## src/hw/scp_pkg.sv

```systemverilog
// shared constants and types for the synthesizer control block
package scp_pkg;
    // ------------------------------------------------------------
    // serial word layout
    // ------------------------------------------------------------
    localparam int ADDR_W = 4;
    localparam int DATA_W = 18;
    localparam int WORD_W = ADDR_W + DATA_W;
    // ------------------------------------------------------------
    // register addresses
    // ------------------------------------------------------------
    localparam logic [3:0] ADDR_MAIN_CFG  = 4'h0;
    localparam logic [3:0] ADDR_PD_GAIN   = 4'h1;
    localparam logic [3:0] ADDR_PWR_CTL   = 4'h2;
    localparam logic [3:0] ADDR_UB_FB     = 4'h3;
    localparam logic [3:0] ADDR_LB_FB     = 4'h4;
    localparam logic [3:0] ADDR_IF_FB     = 4'h5;
    localparam logic [3:0] ADDR_UB_REF    = 4'h6;
    localparam logic [3:0] ADDR_LB_REF    = 4'h7;
    localparam logic [3:0] ADDR_IF_REF    = 4'h8;
    localparam logic [3:0] ADDR_LAST      = 4'h8;
    localparam int NUM_REGS = 9;
    // ------------------------------------------------------------
    // field positions
    // ------------------------------------------------------------
    localparam int AUX_SEL_LSB   = 12;
    localparam int IF_DIV_LSB    = 10;
    localparam int REF_HALVE_BIT = 6;
    localparam int IF_LOWP_BIT   = 5;
    localparam int AUTO_ON_BIT   = 3;
    localparam int IF_GAIN_LSB   = 4;
    localparam int LB_GAIN_LSB   = 2;
    localparam int UB_GAIN_LSB   = 0;
    localparam int IF_EN_BIT     = 1;
    localparam int RF_EN_BIT     = 0;
    localparam int UB_FB_W       = 18;
    localparam int LB_FB_W       = 17;
    localparam int IF_FB_W       = 16;
    localparam int REF_W         = 13;
    // ------------------------------------------------------------
    // aux select codes and reset values
    // ------------------------------------------------------------
    localparam logic [1:0]  AUX_FORCE_LOW = 2'h1;
    localparam logic [1:0]  AUX_LOCK_WARN = 2'h3;
    localparam logic [17:0] REG_RST       = 18'h00000;
    localparam logic [4:0]  SHIFT_CNT_RST = 5'h00;
    // serial clock: one enable pulse every SCLK_DIV mclk cycles
    localparam logic [3:0]  SCLK_DIV      = 4'h4;
    typedef enum logic { SCP_BAND_UPPER, SCP_BAND_LOWER } scp_band_t;
endpackage

```

## src/hw/scp_link_if.sv

```systemverilog
// three-wire serial link between host and synthesizer control
`timescale 1ns/1ns
interface scp_link_if;
    logic sclk;
    logic sdata;
    logic sen_n;
    modport host   (output sclk, output sdata, output sen_n);
    modport device (input sclk, input sdata, input sen_n);
endinterface

```

## src/hw/scp_device.sv

```systemverilog
// synthesizer control: serial register bank, power gating, output selection
`timescale 1ns/1ns
module scp_device
    import scp_pkg::*;
(
    // clock and reset
    input  wire logic                mclk_i,
    input  wire logic                rst_n_i,
    // serial link
    scp_link_if.device               link,
    // pins and loop status
    input  wire logic                power_down_pin_n_i,
    input  wire logic                if_tuning_i,
    input  wire logic                rf_tuning_i,
    input  wire logic                if_near_limit_i,
    input  wire logic                rf_near_limit_i,
    // section controls
    output logic                     if_section_on_o,
    output logic                     rf_section_on_o,
    output logic                     ref_amp_on_o,
    output logic                     if_low_power_o,
    output logic                     ref_input_halve_o,
    output logic [1:0]               if_output_divide_o,
    output logic                     rf_band_lower_o,
    output logic                     aux_output_pin_o,
    // loop settings
    output logic [1:0]               if_gain_code_o,
    output logic [1:0]               lower_band_gain_code_o,
    output logic [1:0]               upper_band_gain_code_o,
    output logic [UB_FB_W-1:0]       upper_band_feedback_count_o,
    output logic [LB_FB_W-1:0]       lower_band_feedback_count_o,
    output logic [IF_FB_W-1:0]       if_feedback_count_o,
    output logic [REF_W-1:0]         upper_band_reference_count_o,
    output logic [REF_W-1:0]         lower_band_reference_count_o,
    output logic [REF_W-1:0]         if_reference_count_o
);
    // ------------------------------------------------------------
    // serial receiver
    // ------------------------------------------------------------
    logic [WORD_W-1:0] shift_reg;
    logic [WORD_W-1:0] shift_next;
    logic              sclk_reg;
    logic              sen_n_reg;
    logic [DATA_W-1:0] regs_reg [NUM_REGS];
    scp_band_t         band_reg;
    wire               sclk_rise  = link.sclk & ~sclk_reg;
    wire               frame_end  = link.sen_n & ~sen_n_reg;
    wire [ADDR_W-1:0]  wr_addr    = shift_reg[WORD_W-1:DATA_W];
    wire [DATA_W-1:0]  wr_data    = shift_reg[DATA_W-1:0];
    // out-of-range addresses are dropped so reserved writes do no harm
    wire               wr_en      = frame_end & (wr_addr <= ADDR_LAST);

    // a short frame commits whatever the last 22 shifted bits were
    assign shift_next = {shift_reg[WORD_W-2:0], link.sdata};

    // shifter has no power gating: writes land in any power state
    always_ff @(posedge mclk_i or negedge rst_n_i) begin
        if (!rst_n_i) begin
            shift_reg <= '0;
            sclk_reg  <= 1'b0;
            sen_n_reg <= 1'b1;
        end else begin
            sclk_reg  <= link.sclk;
            sen_n_reg <= link.sen_n;
            if (!link.sen_n && sclk_rise) begin
                shift_reg <= shift_next;
            end
        end
    end

    // ------------------------------------------------------------
    // register bank, kept through power-down
    // ------------------------------------------------------------
    // cleared on reset so every output starts from a known value
    genvar gi;
    generate
        for (gi = 0; gi < NUM_REGS; gi++) begin : g_reg
            always_ff @(posedge mclk_i or negedge rst_n_i) begin
                if (!rst_n_i) begin
                    regs_reg[gi] <= REG_RST;
                end else if (wr_en && wr_addr == ADDR_W'(gi)) begin
                    regs_reg[gi] <= wr_data;
                end
            end
        end
    endgenerate

    wire wr_upper = wr_en & (wr_addr == ADDR_UB_FB || wr_addr == ADDR_UB_REF);
    wire wr_lower = wr_en & (wr_addr == ADDR_LB_FB || wr_addr == ADDR_LB_REF);

    always_ff @(posedge mclk_i or negedge rst_n_i) begin
        if (!rst_n_i) begin
            band_reg <= SCP_BAND_UPPER;
        end else if (wr_upper) begin
            band_reg <= SCP_BAND_UPPER;
        end else if (wr_lower) begin
            band_reg <= SCP_BAND_LOWER;
        end
    end

    // ------------------------------------------------------------
    // decode
    // ------------------------------------------------------------
    wire [DATA_W-1:0] main_cfg = regs_reg[ADDR_MAIN_CFG];
    wire [DATA_W-1:0] pwr_ctl  = regs_reg[ADDR_PWR_CTL];
    wire [DATA_W-1:0] gain     = regs_reg[ADDR_PD_GAIN];
    wire auto_all_on        = main_cfg[AUTO_ON_BIT];
    wire if_section_enable  = pwr_ctl[IF_EN_BIT];
    wire rf_section_enable  = pwr_ctl[RF_EN_BIT];
    wire [1:0] aux_pin_select = main_cfg[AUX_SEL_LSB +: 2];
    // pin low overrides all; pin high follows the enable or auto-on
    function automatic logic section_on(input logic pin_n,
                                        input logic auto_on,
                                        input logic enable);
        return pin_n & (auto_on | enable);
    endfunction

    wire if_on  = section_on(power_down_pin_n_i, auto_all_on,
                             if_section_enable);
    wire rf_on  = section_on(power_down_pin_n_i, auto_all_on,
                             rf_section_enable);
    // auto-on counts as setting both enables; pin low shuts the IF, RF and reference sections
    wire ref_on = section_on(power_down_pin_n_i, auto_all_on,
                             if_section_enable | rf_section_enable);
    wire lock_warning_n = if_tuning_i | rf_tuning_i
                        | if_near_limit_i | rf_near_limit_i;
    // reserved codes drive low, same as the force-low code
    wire aux_next = (aux_pin_select == AUX_LOCK_WARN) ? lock_warning_n : 1'b0;

    // ------------------------------------------------------------
    // registered power, band and aux outputs
    // ------------------------------------------------------------
    always_ff @(posedge mclk_i or negedge rst_n_i) begin
        if (!rst_n_i) begin
            if_section_on_o  <= 1'b0;
            rf_section_on_o  <= 1'b0;
            ref_amp_on_o     <= 1'b0;
            rf_band_lower_o  <= 1'b0;
            aux_output_pin_o <= 1'b0;
        end else begin
            if_section_on_o  <= if_on;
            rf_section_on_o  <= rf_on;
            ref_amp_on_o     <= ref_on;
            rf_band_lower_o  <= (band_reg == SCP_BAND_LOWER);
            aux_output_pin_o <= aux_next;
        end
    end

    // ------------------------------------------------------------
    // registered configuration outputs
    // ------------------------------------------------------------
    always_ff @(posedge mclk_i or negedge rst_n_i) begin
        if (!rst_n_i) begin
            if_low_power_o         <= 1'b0;
            ref_input_halve_o      <= 1'b0;
            if_output_divide_o     <= 2'h0;
            if_gain_code_o         <= 2'h0;
            lower_band_gain_code_o <= 2'h0;
            upper_band_gain_code_o <= 2'h0;
        end else begin
            if_low_power_o         <= main_cfg[IF_LOWP_BIT];
            ref_input_halve_o      <= main_cfg[REF_HALVE_BIT];
            if_output_divide_o     <= main_cfg[IF_DIV_LSB +: 2];
            if_gain_code_o         <= gain[IF_GAIN_LSB +: 2];
            lower_band_gain_code_o <= gain[LB_GAIN_LSB +: 2];
            upper_band_gain_code_o <= gain[UB_GAIN_LSB +: 2];
        end
    end

    // ------------------------------------------------------------
    // registered divider counts
    // ------------------------------------------------------------
    always_ff @(posedge mclk_i or negedge rst_n_i) begin
        if (!rst_n_i) begin
            upper_band_feedback_count_o  <= '0;
            lower_band_feedback_count_o  <= '0;
            if_feedback_count_o          <= '0;
            upper_band_reference_count_o <= '0;
            lower_band_reference_count_o <= '0;
            if_reference_count_o         <= '0;
        end else begin
            upper_band_feedback_count_o  <= regs_reg[ADDR_UB_FB][UB_FB_W-1:0];
            lower_band_feedback_count_o  <= regs_reg[ADDR_LB_FB][LB_FB_W-1:0];
            if_feedback_count_o          <= regs_reg[ADDR_IF_FB][IF_FB_W-1:0];
            upper_band_reference_count_o <= regs_reg[ADDR_UB_REF][REF_W-1:0];
            lower_band_reference_count_o <= regs_reg[ADDR_LB_REF][REF_W-1:0];
            if_reference_count_o         <= regs_reg[ADDR_IF_REF][REF_W-1:0];
        end
    end
endmodule // scp_device

```

## src/flat_wrapper.sv

```systemverilog
// flat-port wrapper written by rule: the top's interface ports become plain ports
module scp_device_flat import scp_pkg::*;
  (mclk_i, rst_n_i, power_down_pin_n_i, if_tuning_i, rf_tuning_i, if_near_limit_i, rf_near_limit_i, if_section_on_o, rf_section_on_o, ref_amp_on_o, if_low_power_o, ref_input_halve_o, if_output_divide_o, rf_band_lower_o, aux_output_pin_o, if_gain_code_o, lower_band_gain_code_o, upper_band_gain_code_o, upper_band_feedback_count_o, lower_band_feedback_count_o, if_feedback_count_o, upper_band_reference_count_o, lower_band_reference_count_o, if_reference_count_o, link_sclk, link_sdata, link_sen_n);
  scp_link_if link_i ();
  input  wire logic mclk_i;
  input  wire logic rst_n_i;
  input  wire logic power_down_pin_n_i;
  input  wire logic if_tuning_i;
  input  wire logic rf_tuning_i;
  input  wire logic if_near_limit_i;
  input  wire logic rf_near_limit_i;
  output logic if_section_on_o;
  output logic rf_section_on_o;
  output logic ref_amp_on_o;
  output logic if_low_power_o;
  output logic ref_input_halve_o;
  output logic [1:0] if_output_divide_o;
  output logic rf_band_lower_o;
  output logic aux_output_pin_o;
  output logic [1:0] if_gain_code_o;
  output logic [1:0] lower_band_gain_code_o;
  output logic [1:0] upper_band_gain_code_o;
  output logic [UB_FB_W-1:0] upper_band_feedback_count_o;
  output logic [LB_FB_W-1:0] lower_band_feedback_count_o;
  output logic [IF_FB_W-1:0] if_feedback_count_o;
  output logic [REF_W-1:0] upper_band_reference_count_o;
  output logic [REF_W-1:0] lower_band_reference_count_o;
  output logic [REF_W-1:0] if_reference_count_o;
  input wire logic [$bits(link_i.sclk)-1:0] link_sclk;
  input wire logic [$bits(link_i.sdata)-1:0] link_sdata;
  input wire logic [$bits(link_i.sen_n)-1:0] link_sen_n;
  assign link_i.sclk = link_sclk;
  assign link_i.sdata = link_sdata;
  assign link_i.sen_n = link_sen_n;
  scp_device u_core (.mclk_i(mclk_i), .rst_n_i(rst_n_i), .link(link_i), .power_down_pin_n_i(power_down_pin_n_i), .if_tuning_i(if_tuning_i), .rf_tuning_i(rf_tuning_i), .if_near_limit_i(if_near_limit_i), .rf_near_limit_i(rf_near_limit_i), .if_section_on_o(if_section_on_o), .rf_section_on_o(rf_section_on_o), .ref_amp_on_o(ref_amp_on_o), .if_low_power_o(if_low_power_o), .ref_input_halve_o(ref_input_halve_o), .if_output_divide_o(if_output_divide_o), .rf_band_lower_o(rf_band_lower_o), .aux_output_pin_o(aux_output_pin_o), .if_gain_code_o(if_gain_code_o), .lower_band_gain_code_o(lower_band_gain_code_o), .upper_band_gain_code_o(upper_band_gain_code_o), .upper_band_feedback_count_o(upper_band_feedback_count_o), .lower_band_feedback_count_o(lower_band_feedback_count_o), .if_feedback_count_o(if_feedback_count_o), .upper_band_reference_count_o(upper_band_reference_count_o), .lower_band_reference_count_o(lower_band_reference_count_o), .if_reference_count_o(if_reference_count_o));
endmodule
```

## config.mk

```make
export PLATFORM = sky130hd
export DESIGN_NAME = scp_device_flat
export DESIGN_NICKNAME = d
export VERILOG_FILES = /design/src/hw/scp_pkg.sv /design/src/hw/scp_link_if.sv /design/src/hw/scp_device.sv /design/src/flat_wrapper.sv
export SDC_FILE = /design/constraint.sdc
export NUM_CORES = 1
export LEC_CHECK = 0
export BUFFER_PORTS_ARGS = -buffer_cell sky130_fd_sc_hd__buf_2
export CORE_UTILIZATION = 50
export CTS_CLUSTER_DIAMETER = 80
export DETAILED_ROUTE_END_ITERATION = 10
export GPL_TIMING_DRIVEN = 1
export PLACE_DENSITY = 0.71
export SYNTH_ARGS = -nofsm -noshare
export SYNTH_HDL_FRONTEND = slang
export SYNTH_SLANG_ARGS = --single-unit
```

## constraint.sdc

```tcl
create_clock -name mclk_i -period 1.9 [get_ports mclk_i]
set_input_delay 0.38 -clock mclk_i [delete_from_list [all_inputs] [get_ports mclk_i]]
set_output_delay 0.38 -clock mclk_i [all_outputs]
set_load 0.005 [all_outputs]
```

After elaboration in Yosys (flattened, before gate mapping)

Index checks and enable logic that the tools add are counted.

Reductions and logical operators: 15
Equal/unequal tests: 9
$lt $le $gt $ge: 1
Bitwise operators: 17
Muxes and demuxes: 3

Operators with widths:

| operator                                       | count |
|---|---|
| == test 4 x 3 -> 1 bit (second input constant) | 4 |
| logical AND 1 bit                              | 10 |
| bitwise AND 1 bit                              | 8 |
| == test 4 x 2 -> 1 bit (second input constant) | 2 |
| bitwise OR 1 bit                               | 7 |
| == test 4 x 1 -> 1 bit (second input constant) | 1 |
| == test 4 bit (second input constant)          | 1 |
| <= comparator 4 bit (second input constant)    | 1 |
| logical NOT 4 bit                              | 1 |
| 2-to-1 mux 1 bit                               | 3 |
| == test 2 bit (second input constant)          | 1 |
| logical OR 1 bit                               | 2 |
| inverter 1 bit                                 | 2 |
| nonzero test 2 bit                             | 1 |
| logical NOT 1 bit                              | 1 |

Input port bits: 10
Logic and storage cells: 75
Output and inout port bits: 105
Flip-flop bits (word level): 242

Longest topological paths before layout

Gate-level depths: netlist (run 1).

Word-level depth: 6
Mapped depth: 5
Depth with buffers taken out: 3

Worst setup path after synthesis (run 1)

OpenSTA, ideal clock, no wires.

Kind: register -> register
Start point: reg u_core.shift_reg[18]
End point: reg u_core.regs_reg[20] in the netlist's numbering
Setup time: 125 ps
Clock period less this slack: 1,626 ps
Data required time: 1,775 ps
Slack: 274 ps
Stages on the path, launching flop included: 6
Data arrival time: 1,501 ps
Path through: dfrtp_1 > buf_2 > inv_1 > nor3_1 > buf_4 > mux2_2

Longest elaborated chain between the ends: 3

RTL lines:

| element                         | RTL line         | source |
|---|---|---|
| from (decl)                     | scp_device.sv:40 | `logic [WORD_W-1:0] shift_reg;` |
| from (signal assigned)          | scp_device.sv:66 | `shift_reg <= shift_next;` |
| <= comparator 4 bit             | scp_device.sv:51 | `wire wr_en = frame_end & (wr_addr <= ADDR_LAST);` |
| bitwise AND 1 bit               | scp_device.sv:51 |  |
| logical AND 1 bit *             | scp_device.sv:81 | `end else if (wr_en && wr_addr == ADDR_W'(gi)) begin` |
| to (signal, indexed assignment) | scp_device.sv:82 | `regs_reg[gi] <= wr_data;` |
| to (decl)                       | scp_device.sv:44 | `logic [DATA_W-1:0] regs_reg [NUM_REGS];` |

Every way passes the cells marked *; elsewhere a longest branch is shown, timed or not.
A chain may end at the register's enable or synchronous reset.

Final worst setup path (run 1)

Start point: reg u_core.shift_reg[18]
End point: reg u_core.regs_reg[87] in the netlist's numbering

The elaborated chain is that of the path after synthesis.

==> results.md, run 1 <==
* Worst-Margin Slew at ~0.5 ns
* Share of layout cells above drive strength 1 at 53.2%
* Worst Path Buf+Inv at 1
* Most frequent cells in the layout: 234 x dfrtp_1, 113 x mux2_2, 113 x buf_2
* FMAX at 0.564 GHz
* Cell area after synthesis at 7650 µm²
* Final antenna-violating net count at 0
* WHS at ~0.018 ns
* Crit. End Element: flop
* Die Width at ~130 µm
* Area grow syn2layout at 21.9%
* CTS Buf Count at 23
* Crit path capture: u_core.regs_reg[87]
* Fin cells at about 740
* Cell count of the worst reg-to-reg path at 4
* Commonest non-fill, non-tap cell in the layout: dfrtp_1
* Netlist cell types at 32
* Critical path depth in cells at 4
* Ys flop type: dfrtp_1
* R2R Setup Slk at 0.13 ns
* Setup TNS at 0 ns
* CTS sink count at between 200 and 250
* Via density at a little over 5
* Crit start category: flop
* Failing checks: design-rule violations
* Cells after Synth at 404
* CP Data Required Time at between 2 and 2.5 ns
* CTS tree: built
* Area after DPL at 8570 µm²
* Detailed Route Iter0 Violations at around 170
* Final Hold Vio Count at 0
* Crit path arrival time at ~2.2 ns
* Hold path startpoint: link_sclk
* Slowest cell delay on critical path at 0.51 ns
* Flops & latches, synth at 235
* Vias at ~3.8k
* First drt pass iteration count at 7
* Synth Area per Inst at 18.9 µm²
* Post-synth EDFFs at 0
* Slowest stage cell, crit path: dfrtp_1
* Status: complete, but fails checks
* YS warnings at 0
* Tot GR Track Use at 18.4%
* Min-Delay Path Class: in -> reg
* Cell area power density at 1190 nW/µm²
* Die Ht at 126 µm
* Synthesized Nets at 414
* Crit path max-delay family: simple AND/OR/NAND/NOR gates
* Max reg flops at 90
* Drt drc at 9
* FILL cells at 1078
* Placed insts at 703
* Clock root buffer: clkbuf_16
* RR Startpoint: u_core.shift_reg[18]
* Rows at 44
* Async S/R FF share, synth at 100%
* Core ar. at 14800 µm²
* Max-cap violations at 0
* Worst Clk Skew at around 0.011 ns
* Overflow after GRT at 0
* Initial antenna violation count at 0
* Die area at 15800 µm²
* WS Path Type: reg -> reg
* Starting Density at 51.8%
* Largest net degree at the start of global routing at 63
* Largest cells by area after synthesis: dfrtp_1 77%, mux2_2 17%, mux2_4 2.0%
* Detailed-route wire length at 13.6 mm
* Antenna diode count at 0
* Final worst-path cycle share at between 90 and 100%
* Worst-Skew Late Latency at 0.50 ns
* Critical path launch point: u_core.shift_reg[18]
* Worst-path maximum fanout at 13
* Ports at roughly 120
* Slew Limit Fails at 0
* Input/output buffers at around 110
* DR WL/cell at 18.3 µm
* Relative slew slack at between 60% and 70%
* Post-CTS sizing at 0
* GPL Wtd Cong at 0.759
* First-pass GRT wire length at 22.3 mm
* Crit path cell chain: nor4b_4 > nand2_2 > buf_12 > mux2_1
* Post-route minimum period at about 1.8 ns
* Bufs on Longest Clock Path at 3
* Register Area at 5880 µm²
* Post-DP HPWL at 8.71 mm
* Htree depth at 1
* Post-synth top area share at approximately 77%
* Total area of multi-input combinational cells at between 1500 and 2000 µm²
* Clock Pin Slew Worst Setup and Hold Paths at about 0.060 ns
* Synth area leader: dfrtp_1
* RSZ-0062 raised after global routing: no
* Final setup viols at 0
* R2r endpoint: u_core.regs_reg[87]
* Final net count at between 500 and 600
* VDD IR max at 729 µV
* Sequential element share of the synthesized area at between 70% and 80%
* LEAKAGE at 5.12 nW
* Cell area after layout at 9320 µm²
* Vias in the first global route at 3988
## how the worst min path moves through the flow
stage | endpoint | depth (start not counted)
after floorplan | u_core.aux_output_pin_o | 0
after global placement | u_core.upper_band_feedback_count_o[10] | 1
after detailed placement | u_core.if_feedback_count_o[10] | 1
after CTS | u_core.sclk_reg | 1
after global routing | u_core.sclk_reg | 1
final | u_core.sclk_reg | 1
## layer usage
metal	GRT usage, %	vias up	part of all wire (%)
met4	4.66	0	1.7
met5	0	-	0
li1	-	1678	-
met3	4.08	19	4.9
met2	27.9	106	47
met1	27.2	1947	47
## cell usage after synthesis, types with 2 or more instances
| library cell | number |
|---|---|
| nor2b_1 | 2 |
| nand2_1 | 3 |
| buf_1 | 4 |
| mux2_1 | 3 |
| o21a_1 | 2 |
| mux2_2 | 113 |
| nor3b_1 | 2 |
| nand3b_1 | 2 |
| buf_2 | 7 |
| mux2_4 | 10 |
| dfrtp_1 | 234 |
| nor2_1 | 2 |
## what timing repair did
action,in CTS,in global routing
hold buffers,1,0
setup buffers,0,0
endpoints found under the hold margin,56,0
## stage by stage
step	total power [mW]	util (%)	setup WS, ns
floorplan	6.30	-	0.274
global placement	6.80	58.1	0.193
detailed placement	6.85	58.1	0.144
CTS	11.3	63.2	0.127
global route	11.6	63.2	0.0448
finish	11.1	63.2	0.127
## area by class of cell
class                   count  area share, %
clock buffers              33           7.33
clock inverters             7          0.684
inverters                   1         0.0403
multi-input cells         154           18.0
flip-flops and latches    235           63.1
well taps                 184           2.47
repair buffers            130           8.35
## where the power goes
group          switching [mW]  total [mW]  internal [mW]
logic                   0.332       0.785          0.453
clock network            1.76        4.38           2.62
registers               0.426        5.96           5.54
total                    2.51        11.1           8.61
## kinds of logic (layout without fill, tap and decap cells)
group	count (synthesis)	in the layout	synth area share, %
AND/OR/NAND/NOR	22	22	2.18
AO/OA/AOI/OAI	5	5	0.524
flip-flops	235	235	76.9
XOR/XNOR	1	1	0.115
buffers and inverters	15	171	1.21
multiplexers	126	126	19.0
(Power assumes the default switching activity.)
==> run 2: changes to the inputs <==
--- a/config.mk
+++ b/config.mk
@@ -6,6 +6,7 @@
 export NUM_CORES = 1
 export LEC_CHECK = 0
 export BUFFER_PORTS_ARGS = -buffer_cell sky130_fd_sc_hd__buf_2
+export CORE_ASPECT_RATIO = 0.8
 export CORE_UTILIZATION = 50
 export CTS_CLUSTER_DIAMETER = 80
 export DETAILED_ROUTE_END_ITERATION = 10
==> results.md, run 2 (synthesis results as in run 1) <==
* Die area at 15800 µm² (about the same)
* Vias at 3794 (+1.2%)
* Crit start category: flop
* R2R Setup Slk at 0.16 ns (+0.04 ns)
* Worst-path maximum fanout at 16 (+3)
* Input/output buffers at 114 (unchanged)
* LEAKAGE at 5.15 nW (+0.54%)
* First-pass GRT wire length at 22.3 mm (about the same)
* Status: complete, no violations
* Rows at 40 (-9.1%)
* Area grow syn2layout at 23.0%
* Combinational Power Share at 7.0% (about the same)
* Net Sw Power at 2.57 mW (+2.0%)
* Vias in the first global route at 4061 (+1.8%)
* Post-route minimum period at 1.74 ns (-0.0374 ns)
* Final Total Pwr at 11.3 mW (+1.9%)
* Hold path depth at 1 (unchanged)
* Final antenna-violating net count at 0 (unchanged)
* Core ar. at 15000 µm² (+1.4%)
* Relative slew slack at 63.8% (-2.8 points)
* Initial antenna violation count at 0 (unchanged)
* FMAX at 0.576 GHz (+2.2%)
* Clock Power Share at 40.3% (+0.9 points)
* Starting Density at 51.1% (-0.73 points)
* Util after Layout at 62.9% (-0.33 points)
* Final setup viols at 0 (unchanged)
* Max-cap violations at 0 (unchanged)
* Final net count at 559 (+0.72%)
* Setup bufs post-CTS at 0 (unchanged)
* Detailed-route wire length at 13.7 mm (+0.85%)
* CTS tree: built
* Drt drc at 0 (-9)
* GPL Wtd Cong at 0.803 (+5.8%)
* Commonest non-fill, non-tap cell in the layout: dfrtp_1
* Worst-Margin Slew at 0.543 ns (+0.0426 ns)
* Clock root buffer: clkbuf_16
* Placed insts at 711 (+1.1%)
* Worst-Skew Late Latency at 0.49 ns (about the same)
* Share of layout cells above drive strength 1 at 53.8% (+0.59 points)
* Worst Clk Skew at 0.00647 ns (-0.00424 ns)
* Slew Limit Fails at 0 (unchanged)
* Fin cells at 754 (+1.3%)
* Post-DP HPWL at 8.80 mm (+1.1%)
* VDD IR max at 666 µV (-8.7%)
* Min-Delay Path Class: in -> reg
* Hold_buf cts at 2 (+1)
* Via density at 5.03 (-0.17%)
* Detailed Route Iter0 Violations at 88 (-49%)
* Setup TNS at 0 ns (unchanged)
* Crit. End Element: flop
* CP Data Required Time at 2.27 ns (about the same)
* Die Ht at 113 µm (-10%)
* Most frequent cells in the layout: 234 x dfrtp_1, 113 x mux2_2, 113 x buf_2
* RSZ-0062 raised after global routing: no
* Max reg flops at 90 (unchanged)
* Antenna diode count at 0 (unchanged)
* Cell area power density at 1210 nW/µm² (+1.0%)
* Largest net degree at the start of global routing at 68 (+7.9%)
* Ports at 115 (unchanged)
* Cell area after layout at 9410 µm² (+0.90%)
* Post-CTS sizing at 0 (unchanged)
* Bufs on Longest Clock Path at 3 (unchanged)
* Final worst-path cycle share at 91.3% (-2.0 points)
* Clock Pin Slew Worst Setup and Hold Paths at 0.06 ns (about the same)
* First drt pass iteration count at 4 (-3)
* Crit path arrival time at 2.11 ns (-0.04 ns)
* CTS sink count at 235 (unchanged)
* Area after DPL at 8610 µm² (+0.48%)
* Internal cell power at 8.78 mW (+1.9%)
* DR WL/cell at 18.2 µm (-0.49%)
* Htree depth at 1 (unchanged)
* Die Width at 140 µm (+12%)
* CTS Buf Count at 23 (unchanged)
* Reg power frac at 52.7% (-0.9 points)
* WS Path Type: reg -> reg
* Overflow after GRT at 0 (unchanged)
* Tot GR Track Use at 18.5% (+0.14 points)
* Final Hold Vio Count at 0 (unchanged)
* Sw Share at 22.6% (+0.024 points)
* Cell count of the worst reg-to-reg path at 3 (-1)
[run 2: cell type report]
type	instances	area, µm²
inverters	1	3.75
repair buffers	134	823
multi-input cells	154	1680
clock inverters	13	145
clock buffers	28	634
flip-flops and latches	235	5880
well taps	189	236
fillers	1098	5560
[run 2: critical path, stage by stage, from the launching register on]
cell     delay (ns)
dfrtp_1        0.48
and2b_2        0.31
nand3_2        0.39
mux2_2         0.43
[run 2: power by group through the flow]
stage	Combinational, mW	Clock [mW]	Sequential (mW)
finish	0.793	4.57	5.98
global route	0.879	4.89	6.05
CTS	0.813	4.69	5.99
detailed placement	0.806	0	6.07
global placement	0.782	0	6.04
floorplan	0.424	0	5.88
[run 2: final timing paths]
path / start / endpoint
worst max-delay path: u_core.shift_reg[19] / u_core.regs_reg[61]
worst min-delay path: link_sen_n / u_core.sen_n_reg
worst max register to register: u_core.shift_reg[19] / u_core.regs_reg[61]
worst min register to register: u_core.regs_reg[39] / u_core.upper_band_reference_count_o[3]
max in group asynchronous: rst_n_i / u_core.if_reference_count_o[3]
min in group asynchronous: rst_n_i / u_core.upper_band_feedback_count_o[15]
[run 2: layer usage]
layer | GRT usage [%] | wire length (µm) | vias to the layer above
met5 | 0 | 0 | -
met4 | 5.27 | 290 | 0
met3 | 5.25 | 867 | 24
met2 | 28.9 | 6450 | 107
met1 | 25.6 | 6130 | 1979
li1 | - | - | 1684
[run 2: stage by stage]
| step | setup slack (ns) | hold WS, ns |
|---|---|---|
| 2_1_floorplan | 0.274 | 0.0844 |
| 5_1_grt | 0.0607 | 0.0255 |
| 4_1_cts | 0.129 | 0.0187 |
| 6_report | 0.165 | 0.0316 |
| 3_3_place_gp | 0.167 | 0.354 |
| 3_5_place_dp | 0.113 | 0.359 |
==> run 3: changes to the inputs <==
--- a/config.mk
+++ b/config.mk
@@ -8,6 +8,7 @@
 export BUFFER_PORTS_ARGS = -buffer_cell sky130_fd_sc_hd__buf_2
 export CORE_ASPECT_RATIO = 0.8
 export CORE_UTILIZATION = 50
+export CTS_BUF_LIST = sky130_fd_sc_hd__clkbuf_4 sky130_fd_sc_hd__clkbuf_8 sky130_fd_sc_hd__clkbuf_16
 export CTS_CLUSTER_DIAMETER = 80
 export DETAILED_ROUTE_END_ITERATION = 10
 export GPL_TIMING_DRIVEN = 1
==> results.md, run 3 (synthesis results as in run 1) <==
* Clock Power Share at 40.4% (about the same)
* Total area of multi-input combinational cells at 1680 µm² (unchanged)
* Antenna diode count at 0 (unchanged)
* Detailed-route wire length at 13.7 mm (-0.48%)
* CP Data Required Time at 2.27 ns (about the same)
* Worst Hold End: u_core.sen_n_reg
* First-pass GRT wire length at 22.3 mm (unchanged)
* Util after Layout at 62.9% (about the same)
* Clock Pin Slew Worst Setup and Hold Paths at 0.06 ns (about the same)
* Worst-Skew Late Latency at 0.49 ns (about the same)
* Post-DP HPWL at 8.80 mm (unchanged)
* Starting Density at 51.1% (unchanged)
* RR Startpoint: u_core.shift_reg[19]
* CTS tree: built
* Cell count of the worst reg-to-reg path at 3 (unchanged)
* Final antenna-violating net count at 0 (unchanged)
* Initial antenna violation count at 0 (unchanged)
* Largest net degree at the start of global routing at 68 (unchanged)
* Status: complete, no violations
* Commonest non-fill, non-tap cell in the layout: dfrtp_1
* First drt pass iteration count at 4 (unchanged)
* Vias at 3786 (-0.21%)
* R2r endpoint: u_core.regs_reg[62]
* Sw Share at 22.6% (-0.049 points)
* Hold path depth at 1 (unchanged)
* Cell area power density at 1210 nW/µm² (about the same)
* Drt drc at 0 (unchanged)
* Htree depth at 1 (unchanged)
* Final net count at 559 (unchanged)
* Worst-path maximum fanout at 16 (unchanged)
* CTS Buf Count at 23 (unchanged)
* Min-Delay Path Class: in -> reg
* Register Area at 5880 µm² (unchanged)
* Clock root buffer: clkbuf_16
* Relative slew slack at 63.8% (about the same)
* Core ar. at 15000 µm² (unchanged)
* VDD IR max at 666 µV (+0.12%)
* Vias in the first global route at 4061 (unchanged)
* R2R Setup Slk at 0.16 ns (about the same)
* Bufs on Longest Clock Path at 3 (unchanged)
* Combinational Power Share at 7.0% (about the same)
* Net Sw Power at 2.56 mW (-0.11%)
* Die Width at 140 µm (unchanged)
* WHS at 0.0318 ns (+0.000162 ns)
* Internal cell power at 8.79 mW (+0.16%)
* Area after DPL at 8610 µm² (unchanged)
* Max-cap violations at 0 (unchanged)
* FILL cells at 1098 (unchanged)
* GPL Wtd Cong at 0.803 (unchanged)
* Slew Limit Fails at 0 (unchanged)
* Rows at 40 (unchanged)
* FMAX at 0.576 GHz (about the same)
* WS Path Type: reg -> reg
* LEAKAGE at 5.15 nW (about the same)
* Overflow after GRT at 0 (unchanged)
* Final worst-path cycle share at 91.3% (about the same)
* RSZ-0062 raised after global routing: no
* Tot GR Track Use at 18.5% (unchanged)
* Ports at 115 (unchanged)
* GR Util met3 at 5.25% (unchanged)
* Max reg flops at 90 (unchanged)
* Worst Clk Skew at 0.00644 ns (-0.0000239 ns)
* Met1 usage at 25.6% (unchanged)
* Crit start category: flop
* Crit path arrival time at 2.11 ns (about the same)
* Die Ht at 113 µm (unchanged)
* DR WL/cell at 18.1 µm (-0.48%)
* Area grow syn2layout at 23.1% (about the same)
* Setup TNS at 0 ns (unchanged)
* Final Hold Vio Count at 0 (unchanged)
* Grt peak-use layer: met2
* Reg power frac at 52.6% (about the same)
* Hold path startpoint: link_sen_n
* Most frequent cells in the layout: 234 x dfrtp_1, 113 x mux2_2, 113 x buf_2
* Final setup viols at 0 (unchanged)
* Setup bufs post-CTS at 0 (unchanged)
* Input/output buffers at 114 (unchanged)
* Final Total Pwr at 11.4 mW (+0.10%)
* Crit. End Element: flop
* CTS sink count at 235 (unchanged)
* Cell area after layout at 9410 µm² (about the same)
* Met2 Use GR at 28.9% (unchanged)
* Share of layout cells above drive strength 1 at 54.0% (+0.18 points)
* Via density at 5.02 (-0.21%)
* Detailed Route Iter0 Violations at 80 (-9.1%)
* Post-route minimum period at 1.74 ns (+0.000121 ns)
* Die area at 15800 µm² (unchanged)
* Worst-Margin Slew at 0.542 ns (-0.000830 ns)
==> run 3: metal layers <==
layer / wire length, µm / vias to the layer above / part of all wire [%]
li1: - / 1683 / -
met1: 6090 / 1974 / 45
met2: 6430 / 105 / 47
met3: 860 / 24 / 6.3
met4: 288 / 0 / 2.1
met5: 0 / - / 0
==> run 3: per-stage QoR <==
step                cells  setup WS (ns)
floorplan             404          0.274
global placement      711          0.167
detailed placement    711          0.113
CTS                   754          0.130
global route          754         0.0609
finish                754          0.165
==> run 3: final cells by class <==
type / instances / area share [%]
sequential: 235 / 62.5
multi-input combinational: 154 / 17.9
timing repair buffer: 134 / 8.75
clock buffer: 28 / 6.78
tap: 189 / 2.51
clock inverter: 13 / 1.54
inverter: 1 / 0.0399
==> run 3: worst max-delay path by stage <==
stage                         startpoint                   to  cells past startpoint
floorplan           u_core.shift_reg[18]  u_core.regs_reg[20]                      5
global placement              link_sen_n  u_core.regs_reg[62]                      5
detailed placement            link_sen_n  u_core.regs_reg[61]                      5
CTS                 u_core.shift_reg[19]  u_core.regs_reg[66]                      3
global route        u_core.shift_reg[19]  u_core.regs_reg[62]                      3
finish              u_core.shift_reg[19]  u_core.regs_reg[62]                      3
==> run 3: worst max-delay path: stages (launching register included) <==
cell and delay (ns):
dfrtp_1 0.48, and2b_2 0.31, nand3_2 0.39, mux2_2 0.43
==> run 3: repair_timing <==
action / in CTS / in global routing
gates resized for setup: 0 / 0
hold buffers: 2 / 0
endpoints found under the hold margin: 60 / 0
==> run 3: power groups by stage <==
stage | Clock [mW] | Sequential [mW] | Combinational (mW)
after floorplan | 0 | 5.88 | 0.424
after global placement | 0 | 6.04 | 0.782
after detailed placement | 0 | 6.07 | 0.806
after CTS | 4.70 | 5.99 | 0.813
after global routing | 4.90 | 6.05 | 0.879
final | 4.59 | 5.97 | 0.792
